## config.mk

```make
export PLATFORM = sky130hd
export DESIGN_NAME = sclk_synth_ctrl
export DESIGN_NICKNAME = d
export VERILOG_FILES = /design/src/core/sclk_synth_ctrl.v
export VERILOG_INCLUDE_DIRS = /design/src /design/src/core
export SDC_FILE = /design/constraint.sdc
export NUM_CORES = 1
export LEC_CHECK = 0
export BUFFER_PORTS_ARGS = -buffer_cell sky130_fd_sc_hd__buf_2
export CORE_MARGIN = 1
export CORE_UTILIZATION = 50
export DETAILED_ROUTE_END_ITERATION = 16
export PLACE_DENSITY = 0.84
export SLEW_MARGIN = 20
export SYNTH_ARGS = -nofsm -noshare
export SYNTH_HDL_FRONTEND = slang
export SYNTH_SLANG_ARGS = --single-unit
```

## constraint.sdc

```tcl
create_clock -name clk -period 2.6 [get_ports clk]
set_input_delay 0.13 -clock clk [delete_from_list [all_inputs] [get_ports clk]]
set_output_delay 0.13 -clock clk [all_outputs]
set_load 0.1 [all_outputs]
```

## src/core/sclk_defs.vh

```
// Purpose: constants for the synthesizer clock-output and lock control block
// Assumes: register offsets are this design's own word indices on a plain port
// Notes: offsets, field positions and reset values live here, except the status bits and write masks
//
// What this block does
// With the output enable set, drive a power-of-two sub-multiple of the reference, /2 to /256, on the pin.
// The divider field selects the division ratio applied before the clock output pin.
// The reference clock output is available in every mode except sleep.
// The clock output enable resets to on, so the output runs unconfigured.
// Controller programs the VCO band code from the target channel range.
// VCO trim starts at zero; each step raises tuning voltage about 60 mV.
// The lock detector result is readable as a flag in interrupt register space.
// The lock flag clears only when a one is written to it.
// With the lock pin enable set, the lock status shows on the lock pin.
// Controller sets reference divider near 119, about 100 kHz comparison.
// Controller keeps R within 64 to 169 and S below P plus one.
// The lock flag sets on detector lock and holds until cleared.
`ifndef SCLK_DEFS_VH
`define SCLK_DEFS_VH

`define SCLK_ADDR_W 4
`define SCLK_DATA_W 8

`define SCLK_REG_REFOUT 4'h0
`define SCLK_REG_VCO 4'h1
`define SCLK_REG_IRQ_STAT 4'h2
`define SCLK_REG_IRQ_MASK 4'h3
`define SCLK_REG_IRQ_CTRL 4'h4
`define SCLK_REG_STATUS 4'h5

// refout register
`define SCLK_REFOUT_EN_BIT 7
`define SCLK_REFOUT_DIV_LSB 0
`define SCLK_REFOUT_DIV_W 3
`define SCLK_REFOUT_RESET 8'h80

// vco register: band in [2:0], trim in [5:4]
`define SCLK_VCO_BAND_LSB 0
`define SCLK_VCO_BAND_W 3
`define SCLK_VCO_TRIM_LSB 4
`define SCLK_VCO_TRIM_W 2
`define SCLK_VCO_RESET 8'h00

// interrupt status/mask layout
`define SCLK_IRQ_LOCK_BIT 0
`define SCLK_IRQ_UNLOCK_BIT 1
`define SCLK_IRQ_RESET 8'h00

// irq control register
`define SCLK_CTRL_LOCKPIN_BIT 0
`define SCLK_CTRL_RESET 8'h00

`endif

```

## src/core/sclk_synth_ctrl.v

```verilog
// Purpose: control/status for the clock output, VCO settings and PLL lock flag
// Assumes: lock_detect and sleep_mode are asynchronous to clk
// Notes: the output clock is a divided register, not a gated clock
// Notes: lock and sleep reach the logic two clk edges after they change
// Notes: the sticky lock flag sets on a lock edge, so clearing it while
// still locked leaves it clear until the loop drops and locks again
//
// Our own choices: the strobed register port and the register addresses.
`timescale 1ns/100ps
`include "sclk_defs.vh"

module sclk_synth_ctrl #(
    parameter ADDR_W = `SCLK_ADDR_W,
    parameter DATA_W = `SCLK_DATA_W
) (
    input wire clk,
    input wire rst_n,
    input wire [ADDR_W-1:0] reg_addr,
    input wire [DATA_W-1:0] reg_wdata,
    input wire reg_write,
    input wire reg_read,
    output reg [DATA_W-1:0] reg_rdata,
    input wire sleep_mode,
    input wire lock_detect,
    output reg refout_clk,
    output reg lock_pin,
    output wire [`SCLK_VCO_BAND_W-1:0] vco_band_select,
    output wire [`SCLK_VCO_TRIM_W-1:0] vco_tank_trim,
    output wire irq
);

    // ----------------------------------------------------------------
    // helpers
    // ----------------------------------------------------------------
    // one address compare, shared by every write decode
    function addr_hit;
        input [ADDR_W-1:0] addr;
        input [ADDR_W-1:0] index;
        begin
            addr_hit = (addr == index);
        end
    endfunction

    // half period of the output clock in clk cycles: 2^field
    function [7:0] half_period;
        input [`SCLK_REFOUT_DIV_W-1:0] sel;
        begin
            half_period = 8'h01 << sel;
        end
    endfunction

    // one sticky bit: a hardware set beats a software clear in the same cycle
    function sticky_next;
        input old;
        input clr;
        input set;
        begin
            sticky_next = set | (old & ~clr);
        end
    endfunction

    // ----------------------------------------------------------------
    // write masks
    // ----------------------------------------------------------------
    // unused bits are dropped on write so they always read back as zero
    localparam [DATA_W-1:0] REFOUT_WMASK = 8'h87;
    localparam [DATA_W-1:0] VCO_WMASK = 8'h37;
    localparam [DATA_W-1:0] IRQ_WMASK = 8'h03;
    localparam [DATA_W-1:0] CTRL_WMASK = 8'h01;

    // ----------------------------------------------------------------
    // input synchronisers
    // ----------------------------------------------------------------
    // both pins are asynchronous to clk; only the second stage is read
    // by any logic, the first may be metastable
    reg sleep_s1;
    reg sleep_s2;
    reg lock_s1;
    reg lock_s2;
    reg lock_prev;
    wire lock_rise;
    wire lock_fall;

    always @(posedge clk) begin
        if (!rst_n) begin
            sleep_s1 <= 1'b0;
            sleep_s2 <= 1'b0;
        end else begin
            sleep_s1 <= sleep_mode;
            sleep_s2 <= sleep_s1;
        end
    end

    always @(posedge clk) begin
        if (!rst_n) begin
            lock_s1 <= 1'b0;
            lock_s2 <= 1'b0;
        end else begin
            lock_s1 <= lock_detect;
            lock_s2 <= lock_s1;
        end
    end

    // the edge detector resets low, the idle level of an unlocked loop,
    // so no false lock edge follows reset
    always @(posedge clk) begin
        if (!rst_n) begin
            lock_prev <= 1'b0;
        end else begin
            lock_prev <= lock_s2;
        end
    end

    assign lock_rise = lock_s2 & ~lock_prev;
    assign lock_fall = ~lock_s2 & lock_prev;

    // ----------------------------------------------------------------
    // configuration registers
    // ----------------------------------------------------------------
    reg [DATA_W-1:0] refout_cfg;
    reg [DATA_W-1:0] vco_cfg;
    reg [DATA_W-1:0] irq_stat;
    reg [DATA_W-1:0] irq_mask;
    reg [DATA_W-1:0] irq_ctrl;
    reg [DATA_W-1:0] next_irq_stat;
    wire wr_refout;
    wire wr_vco;
    wire wr_stat;
    wire wr_mask;
    wire wr_ctrl;
    wire refout_enable_bit;
    wire [`SCLK_REFOUT_DIV_W-1:0] refout_divider_field;
    wire lock_pin_enable_bit;
    wire synth_locked_flag;

    assign wr_refout = reg_write && addr_hit(reg_addr, `SCLK_REG_REFOUT);
    assign wr_vco = reg_write && addr_hit(reg_addr, `SCLK_REG_VCO);
    assign wr_stat = reg_write && addr_hit(reg_addr, `SCLK_REG_IRQ_STAT);
    assign wr_mask = reg_write && addr_hit(reg_addr, `SCLK_REG_IRQ_MASK);
    assign wr_ctrl = reg_write && addr_hit(reg_addr, `SCLK_REG_IRQ_CTRL);

    assign refout_enable_bit = refout_cfg[`SCLK_REFOUT_EN_BIT];
    assign refout_divider_field = refout_cfg[`SCLK_REFOUT_DIV_LSB +: `SCLK_REFOUT_DIV_W];
    assign lock_pin_enable_bit = irq_ctrl[`SCLK_CTRL_LOCKPIN_BIT];
    assign synth_locked_flag = irq_stat[`SCLK_IRQ_LOCK_BIT];

    // the output runs from reset with no write needed
    always @(posedge clk) begin
        if (!rst_n) begin
            refout_cfg <= `SCLK_REFOUT_RESET;
        end else if (wr_refout) begin
            refout_cfg <= reg_wdata & REFOUT_WMASK;
        end
    end

    always @(posedge clk) begin
        if (!rst_n) begin
            vco_cfg <= `SCLK_VCO_RESET;
        end else if (wr_vco) begin
            vco_cfg <= reg_wdata & VCO_WMASK;
        end
    end

    always @(posedge clk) begin
        if (!rst_n) begin
            irq_mask <= `SCLK_IRQ_RESET;
        end else if (wr_mask) begin
            irq_mask <= reg_wdata & IRQ_WMASK;
        end
    end

    always @(posedge clk) begin
        if (!rst_n) begin
            irq_ctrl <= `SCLK_CTRL_RESET;
        end else if (wr_ctrl) begin
            irq_ctrl <= reg_wdata & CTRL_WMASK;
        end
    end

    // ----------------------------------------------------------------
    // interrupt status
    // ----------------------------------------------------------------
    // set wins over the write-one clear so a lock edge is never lost
    always @* begin
        next_irq_stat = {DATA_W{1'b0}};
        next_irq_stat[`SCLK_IRQ_LOCK_BIT] = sticky_next(synth_locked_flag,
            wr_stat & reg_wdata[`SCLK_IRQ_LOCK_BIT], lock_rise);
        next_irq_stat[`SCLK_IRQ_UNLOCK_BIT] = sticky_next(irq_stat[`SCLK_IRQ_UNLOCK_BIT],
            wr_stat & reg_wdata[`SCLK_IRQ_UNLOCK_BIT], lock_fall);
    end

    always @(posedge clk) begin
        if (!rst_n) begin
            irq_stat <= `SCLK_IRQ_RESET;
        end else begin
            irq_stat <= next_irq_stat;
        end
    end

    // level output from two registers only, so it cannot glitch on bus traffic
    assign irq = |(irq_stat & irq_mask);

    // ----------------------------------------------------------------
    // read port
    // ----------------------------------------------------------------
    reg [DATA_W-1:0] next_rdata;

    // data stand for exactly the cycle after the strobe, zero otherwise
    always @* begin
        next_rdata = {DATA_W{1'b0}};
        if (reg_read) begin
            case (reg_addr)
                `SCLK_REG_REFOUT: begin
                    next_rdata = refout_cfg;
                end
                `SCLK_REG_VCO: begin
                    next_rdata = vco_cfg;
                end
                `SCLK_REG_IRQ_STAT: begin
                    next_rdata = irq_stat;
                end
                `SCLK_REG_IRQ_MASK: begin
                    next_rdata = irq_mask;
                end
                `SCLK_REG_IRQ_CTRL: begin
                    next_rdata = irq_ctrl;
                end
                `SCLK_REG_STATUS: begin
                    next_rdata = {6'h00, sleep_s2, lock_s2};
                end
                default: begin
                    next_rdata = {DATA_W{1'b0}};
                end
            endcase
        end
    end

    always @(posedge clk) begin
        if (!rst_n) begin
            reg_rdata <= {DATA_W{1'b0}};
        end else begin
            reg_rdata <= next_rdata;
        end
    end

    // ----------------------------------------------------------------
    // reference clock output divider
    // ----------------------------------------------------------------
    // clk stands in for the crystal reference; ratio is 2^(field+1)
    // toggling rather than gating keeps the output glitch-free
    reg [7:0] div_cnt;
    reg [7:0] next_div_cnt;
    reg next_refout_clk;
    wire refout_run;
    wire div_wrap;

    assign refout_run = refout_enable_bit && !sleep_s2;
    assign div_wrap = (div_cnt >= half_period(refout_divider_field) - 8'h01);

    // a disabled or sleeping output parks low and restarts a full half period
    always @* begin
        next_div_cnt = div_cnt;
        next_refout_clk = refout_clk;
        if (!refout_run) begin
            next_div_cnt = 8'h00;
            next_refout_clk = 1'b0;
        end else if (div_wrap) begin
            next_div_cnt = 8'h00;
            next_refout_clk = ~refout_clk;
        end else begin
            next_div_cnt = div_cnt + 8'h01;
        end
    end

    always @(posedge clk) begin
        if (!rst_n) begin
            div_cnt <= 8'h00;
            refout_clk <= 1'b0;
        end else begin
            div_cnt <= next_div_cnt;
            refout_clk <= next_refout_clk;
        end
    end

    // ----------------------------------------------------------------
    // lock indicator pin
    // ----------------------------------------------------------------
    reg next_lock_pin;

    // the pin mirrors the live synchronised level, not the sticky flag,
    // so it drops as soon as the loop unlocks
    always @* begin
        next_lock_pin = 1'b0;
        if (lock_pin_enable_bit) begin
            next_lock_pin = lock_s2;
        end
    end

    always @(posedge clk) begin
        if (!rst_n) begin
            lock_pin <= 1'b0;
        end else begin
            lock_pin <= next_lock_pin;
        end
    end

    // ----------------------------------------------------------------
    // vco settings
    // ----------------------------------------------------------------
    // trim and band are passed straight to the analog side; their coding is
    // chosen by software from the channel plan
    assign vco_band_select = vco_cfg[`SCLK_VCO_BAND_LSB +: `SCLK_VCO_BAND_W];
    assign vco_tank_trim = vco_cfg[`SCLK_VCO_TRIM_LSB +: `SCLK_VCO_TRIM_W];

endmodule

```

# After elaboration in Yosys (flattened, before gate mapping)
# Index checks and enable logic that the tools add are counted.
# totals
output_inout_bits	16
in_bits	18
regBits	43
elab_cells	54
# op_classes
n_shift	1
n_bitwise	16
n_mux	1
n_reduce_logical	13
n_lt_le_gt_ge	1
n_eq_ne	5
addsub	2
# ops
cell	n
case mux 8 bit (6 select lines)	1
adder 8 x 1 -> 8 bit, second input constant	1
AND 8 x 2 -> 8 bit	1
== test 4 x 2 -> 1 bit, second input constant	2
== test 4 x 3 -> 1 bit, second input constant	2
>= comparator 8 bit	1
OR reduction 8 bit	1
left shift 1 x 3 -> 8 bit, first input constant	1
subtractor 8 x 1 -> 8 bit, second input constant	1
NOT 1 bit	7
AND 1 bit	6
logical AND 1 bit	6
AND reduction 2 bit	3
== test 4 x 1 -> 1 bit, second input constant	1
logical NOT 4 bit	1
OR reduction 3 bit	1
OR 1 bit	2
logical NOT 1 bit	1

# Depth between registers and ports, before layout
# depth
depth_word	6
depth_mapped	7
mapped_depth_nobuf	6

# Worst setup path after synthesis
# Ideal clock, no wire load.
# synth_timing
path_type	flip-flop to flip-flop
start	register refout_cfg[2]
end	register div_cnt[2]
t_arrival_ns	1.917
stages_incl_launch_ff	8
t_required_ns	2.522
period_less_slack_ns	1.995
n_path_buf	1
slack_ns	0.605
setup_ns	0.078
path_cell_list	dfxtp_1 > clkbuf_1 > or3_1 > ha_1 > nand2b_4 > a2111oi_4 > o311ai_4 > nor3_1
# synth_via
elab_chain_len	4
# synth_rtl
element	line	source
from (decl)	sclk_synth_ctrl.v:120	reg [DATA_W-1:0] refout_cfg;
from (signal assigned)	sclk_synth_ctrl.v:150	refout_cfg <= `SCLK_REFOUT_RESET;
from (signal assigned)	sclk_synth_ctrl.v:152	refout_cfg <= reg_wdata & REFOUT_WMASK;
left shift 1 x 3 -> 8 bit	sclk_synth_ctrl.v:48	half_period = 8'h01 << sel;
subtractor 8 x 1 -> 8 bit	sclk_synth_ctrl.v:258	assign div_wrap = (div_cnt >= half_period(refout_divider_field) - 8'h01);
>= comparator 8 bit	sclk_synth_ctrl.v:258	
OR reduction 3 bit (no source line)	--	
to (signal assigned)	sclk_synth_ctrl.v:280	div_cnt <= next_div_cnt;
to (decl)	sclk_synth_ctrl.v:251	reg [7:0] div_cnt;
# No other way between the ends.
# A chain may end at the register's enable or synchronous reset.

# Worst setup path in the final report
# layout_timing
start	register refout_cfg[0]
end	register div_cnt[2]
# Same word-level chain as after synthesis.

==> impl_metrics.csv <==
group,metric,value,unit
cts,tritoncts,"built",
cts,clockRootBuffer,"sky130_fd_sc_hd__clkbuf_4",
routing,detail_route.drc_violations,0,
synth,synth-seq-area-share,40.4,%
cells_and_area,layout.nets,234,
synth,synth_warnings,0,
timing,clock_skews,0.0136,ns
routing,drt-wirelength-per-cell,12.3,um
place,numPlacedInstances,243,
cts,clock_path_buffers,2,
place,placement.cell_area,1890,sq um
die,floorplan.initialDensity,52.0,%
routing,postRouteWirelength,3.12,mm
global_routing,grt_antenna_before_repair,0,
cts,cts_resized,0,
worst_setup_path,timing.critical_path.required,2.86,ns
routing,post_drt_via_cell_ratio,5.25,
routing,via_count,1334,
synth,netlist_area,1730,sq um
worst_setup_path,critical_path_cell_by_cell,"or3_1 > ha_1 > nand2b_4 > a2111oi_4 > o311ai_4 > nor3_1",
global_routing,first_global_vias,1101,
outcome,status,"finished clean",
cells_and_area,final_cell_area,2020,sq um
cts,cts.sink_count,35,
timing,finalSetupViolCount,0,
cts,clk_pin_slew_worst_paths,0.11,ns
worst_setup_path,worst-path-buf-inv,0,
timing,grt_setup_unrepaired,"false",
worst_setup_path,cpLargestDelayFamily,"simple AND/OR/NAND/NOR gates",
cells_and_area,seqCellArea,701,sq um
global_routing,grt_start_max_net_pins,24,
worst_setup_path,worstPathMaxFanout,8,
pwr,irDropWorstVdd,0.000351,V
timing,fin_crit_sh,82.4,%
place,dp.final_hpwl,2.29,mm
synth,synth_ff_type,"sky130_fd_sc_hd__dfxtp_1",
cts,cts-htree-levels,2,
die,dieWidth,60.9,um
synth,synth_seq_cells,35,
cts,worst_skew_pair.late_latency,0.34,ns
worst_setup_path,timing.critical_path.from_type,"flip-flop",
worst_setup_path,rr_startpoint,"refout_cfg[0]",
timing,achievable-frequency,466,MHz
place,gp_congestion,0.789,
die,core_region_area,3340,sq um
worst_hold_path,hold_path.startpoint,"reg_wdata[7]",
worst_setup_path,critical_path_depth,6,
cells_and_area,footprint_of_the_multi_input_gates,973,sq um
worst_setup_path,timing.reg2reg.worst_path_depth,6,
synth,synth_cell_type_count,43,
cts,cts-buffers-inserted,5,
worst_setup_path,crit_path_max_incr_delay,0.48,ns
routing,final_antenna_net_count,0,
synth,edff_count_synth,0,
die,floorplan.io_pins,34,
worst_setup_path,critical_path.endpoint_type,"flip-flop",
die,floorplan.rows,21,
run,max_cap_viol_count,0,
cells_and_area,num_antenna_cells,0,
timing,final_max_slew_viol_count,0,
pwr,power_dens_cells,579,nW/um^2
synth,syn_inst,176,
global_routing,globalRouteOverflowTotal,0,
worst_setup_path,setup.worst_path.class,"reg -> reg",
routing,drt-initial-drc-count,97,
cells_and_area,drive_gt1_share,21.6,%
worst_setup_path,crit_slowest_cell,"sky130_fd_sc_hd__a2111oi_4",
die,chipHeight,60.9,um
synth,synth.avg_cell_area,9.85,sq um
cells_and_area,fill_cells,299,
cts,postCtsHoldBufs,3,
worst_hold_path,timing.hold.worst_path_depth,3,
worst_setup_path,worst-endpoint-arrival,2.40,ns
cells_and_area,syn_to_final_growth,16.7,%
die,dieArea,3710,sq um
cts,post_cts_buffers,0,
timing,hold_viol,0,
timing,setup_tns,0,ns
global_routing,gr-usage-all-layers,18.5,%
place,port-buffer-count,29,
cells_and_area,post-route-util,60.6,%
pwr,leakagePower,0.843,nW
routing,detailedRoute.firstPassIterationCount,4,
worst_setup_path,critPathLaunch,"refout_cfg[0]",
synth,async_flop_share,0,%
cells_and_area,final_std_cells_w_o_fill,254,
worst_hold_path,hold_class,"in -> reg",
timing,period_needed,2.14,ns
global_routing,grt_first_pass_wirelength,4.88,mm
registers in the layout, summed over array words and instances (netlist names), 2 cells and up:
| register | count |
|---|---|
| irq_mask | 2 |
| div_cnt | 8 |
| refout_cfg | 4 |
| reg_rdata | 6 |
| irq_stat | 2 |
| vco_cfg | 5 |
cell families after synthesis:
logic type                 count (synthesis)  share of synthesized area (%)
DFF                                       35                           40.4
and+or+nand+nor                           74                           25.5
xor gates and xnor gates                   6                           3.03
AOI/OAI and AO/OA                         23                           12.2
adders and majority gates                  9                           6.49
buffers and inverters                     13                           3.68
other                                      2                          0.433
muxes                                     14                           8.23
worst paths after layout:
path	to	slack, ns
worst min register to register	sleep_s2	0.44
worst max-delay path	div_cnt[2]	0.46
worst min-delay path	refout_cfg[7]	0.01
worst max register to register	div_cnt[2]	0.46
tightest hold or removal path, stage by stage:
cell and delay, ns:
sky130_fd_sc_hd__buf_2 0.07, sky130_fd_sc_hd__nand3_1 0.05, sky130_fd_sc_hd__nand3_1 0.07
per-layer routing:
layer | track usage, % | wire [um] | up-vias
met5 | 0 | 0 | -
met4 | 7.79 | 59 | 0
met3 | 6.40 | 140 | 6
met2 | 28.4 | 1430 | 35
met1 | 23.5 | 1490 | 611
li1 | - | - | 682
through the flow:
step                      hold WS (ns)  worst slack, ns  power, mW
final                           0.0109            0.456       1.17
after global routing            0.0128            0.330       1.22
after CTS                      0.00509            0.453       1.18
after detailed placement         0.340            0.482      0.700
after global placement           0.337            0.561      0.698
after floorplan                  0.209            0.605      0.672
where the power goes:
group,total [mW],switching (mW),internal [mW]
logic,0.134,0.0859,0.0477
registers,0.558,0.0103,0.548
clock network,0.480,0.180,0.300
total,1.17,0.276,0.895
synth_stat cells, types with 2 or more instances:
| library cell | instances | area share [%] |
|---|---|---|
| sky130_fd_sc_hd__o22a_1 | 2 | 1.0 |
| sky130_fd_sc_hd__mux2i_1 | 12 | 6.9 |
| sky130_fd_sc_hd__nand3b_1 | 3 | 1.3 |
| sky130_fd_sc_hd__and3_1 | 6 | 2.2 |
| sky130_fd_sc_hd__nand2_1 | 7 | 1.5 |
| sky130_fd_sc_hd__o21a_1 | 4 | 1.7 |
| sky130_fd_sc_hd__dfxtp_1 | 35 | 40 |
| sky130_fd_sc_hd__buf_4 | 3 | 1.3 |
| sky130_fd_sc_hd__a21boi_0 | 5 | 2.2 |
| sky130_fd_sc_hd__nor2b_1 | 13 | 4.7 |
| sky130_fd_sc_hd__conb_1 | 2 | 0.43 |
| sky130_fd_sc_hd__and2_1 | 5 | 1.8 |
| sky130_fd_sc_hd__nor3_1 | 10 | 2.9 |
| sky130_fd_sc_hd__inv_1 | 4 | 0.87 |
| sky130_fd_sc_hd__o21ai_0 | 2 | 0.58 |
| sky130_fd_sc_hd__or3_1 | 3 | 1.1 |
| sky130_fd_sc_hd__buf_2 | 3 | 0.87 |
| sky130_fd_sc_hd__ha_1 | 9 | 6.5 |
| sky130_fd_sc_hd__nor2_1 | 5 | 1.1 |
| sky130_fd_sc_hd__xor2_1 | 5 | 2.5 |
| sky130_fd_sc_hd__nand3_1 | 12 | 3.5 |
| sky130_fd_sc_hd__mux2_2 | 2 | 1.3 |
| sky130_fd_sc_hd__o2111ai_1 | 2 | 1.0 |
| sky130_fd_sc_hd__clkbuf_1 | 3 | 0.65 |
cell type report:
type / count / area share, %
Clock buffer: 6 / 2.04
Clock inverter: 2 / 2.97
Inverter: 4 / 0.742
Multi-Input combinational cell: 129 / 48.1
Sequential cell: 35 / 34.6
Tap cell: 46 / 2.84
Timing Repair Buffer: 32 / 8.66
layout by cell type, fill, tap and decap left out, types with 2 or more instances in the layout:
cell type / netlist / final
sky130_fd_sc_hd__nor2b_1: 13 / 13
sky130_fd_sc_hd__and2_1: 5 / 5
sky130_fd_sc_hd__o21ai_0: 2 / 2
sky130_fd_sc_hd__mux2i_1: 12 / 12
sky130_fd_sc_hd__bufinv_16: 0 / 2
sky130_fd_sc_hd__nand3b_1: 3 / 3
sky130_fd_sc_hd__nand3_1: 12 / 12
sky130_fd_sc_hd__mux2_2: 2 / 2
sky130_fd_sc_hd__clkbuf_4: 0 / 5
sky130_fd_sc_hd__ha_1: 9 / 9
sky130_fd_sc_hd__nand2_1: 7 / 7
sky130_fd_sc_hd__nor3_1: 10 / 10
sky130_fd_sc_hd__and3_1: 6 / 6
sky130_fd_sc_hd__inv_1: 4 / 4
sky130_fd_sc_hd__conb_1: 2 / 3
sky130_fd_sc_hd__buf_2: 3 / 29
sky130_fd_sc_hd__nor2_1: 5 / 5
sky130_fd_sc_hd__dlygate4sd3_1: 0 / 3
sky130_fd_sc_hd__or3_1: 3 / 3
sky130_fd_sc_hd__xor2_1: 5 / 5
sky130_fd_sc_hd__o22a_1: 2 / 2
sky130_fd_sc_hd__dfxtp_1: 35 / 35
sky130_fd_sc_hd__a21boi_0: 5 / 5
sky130_fd_sc_hd__o21a_1: 4 / 4
sky130_fd_sc_hd__o2111ai_1: 2 / 2
Power figures use the tool's default switching activity.
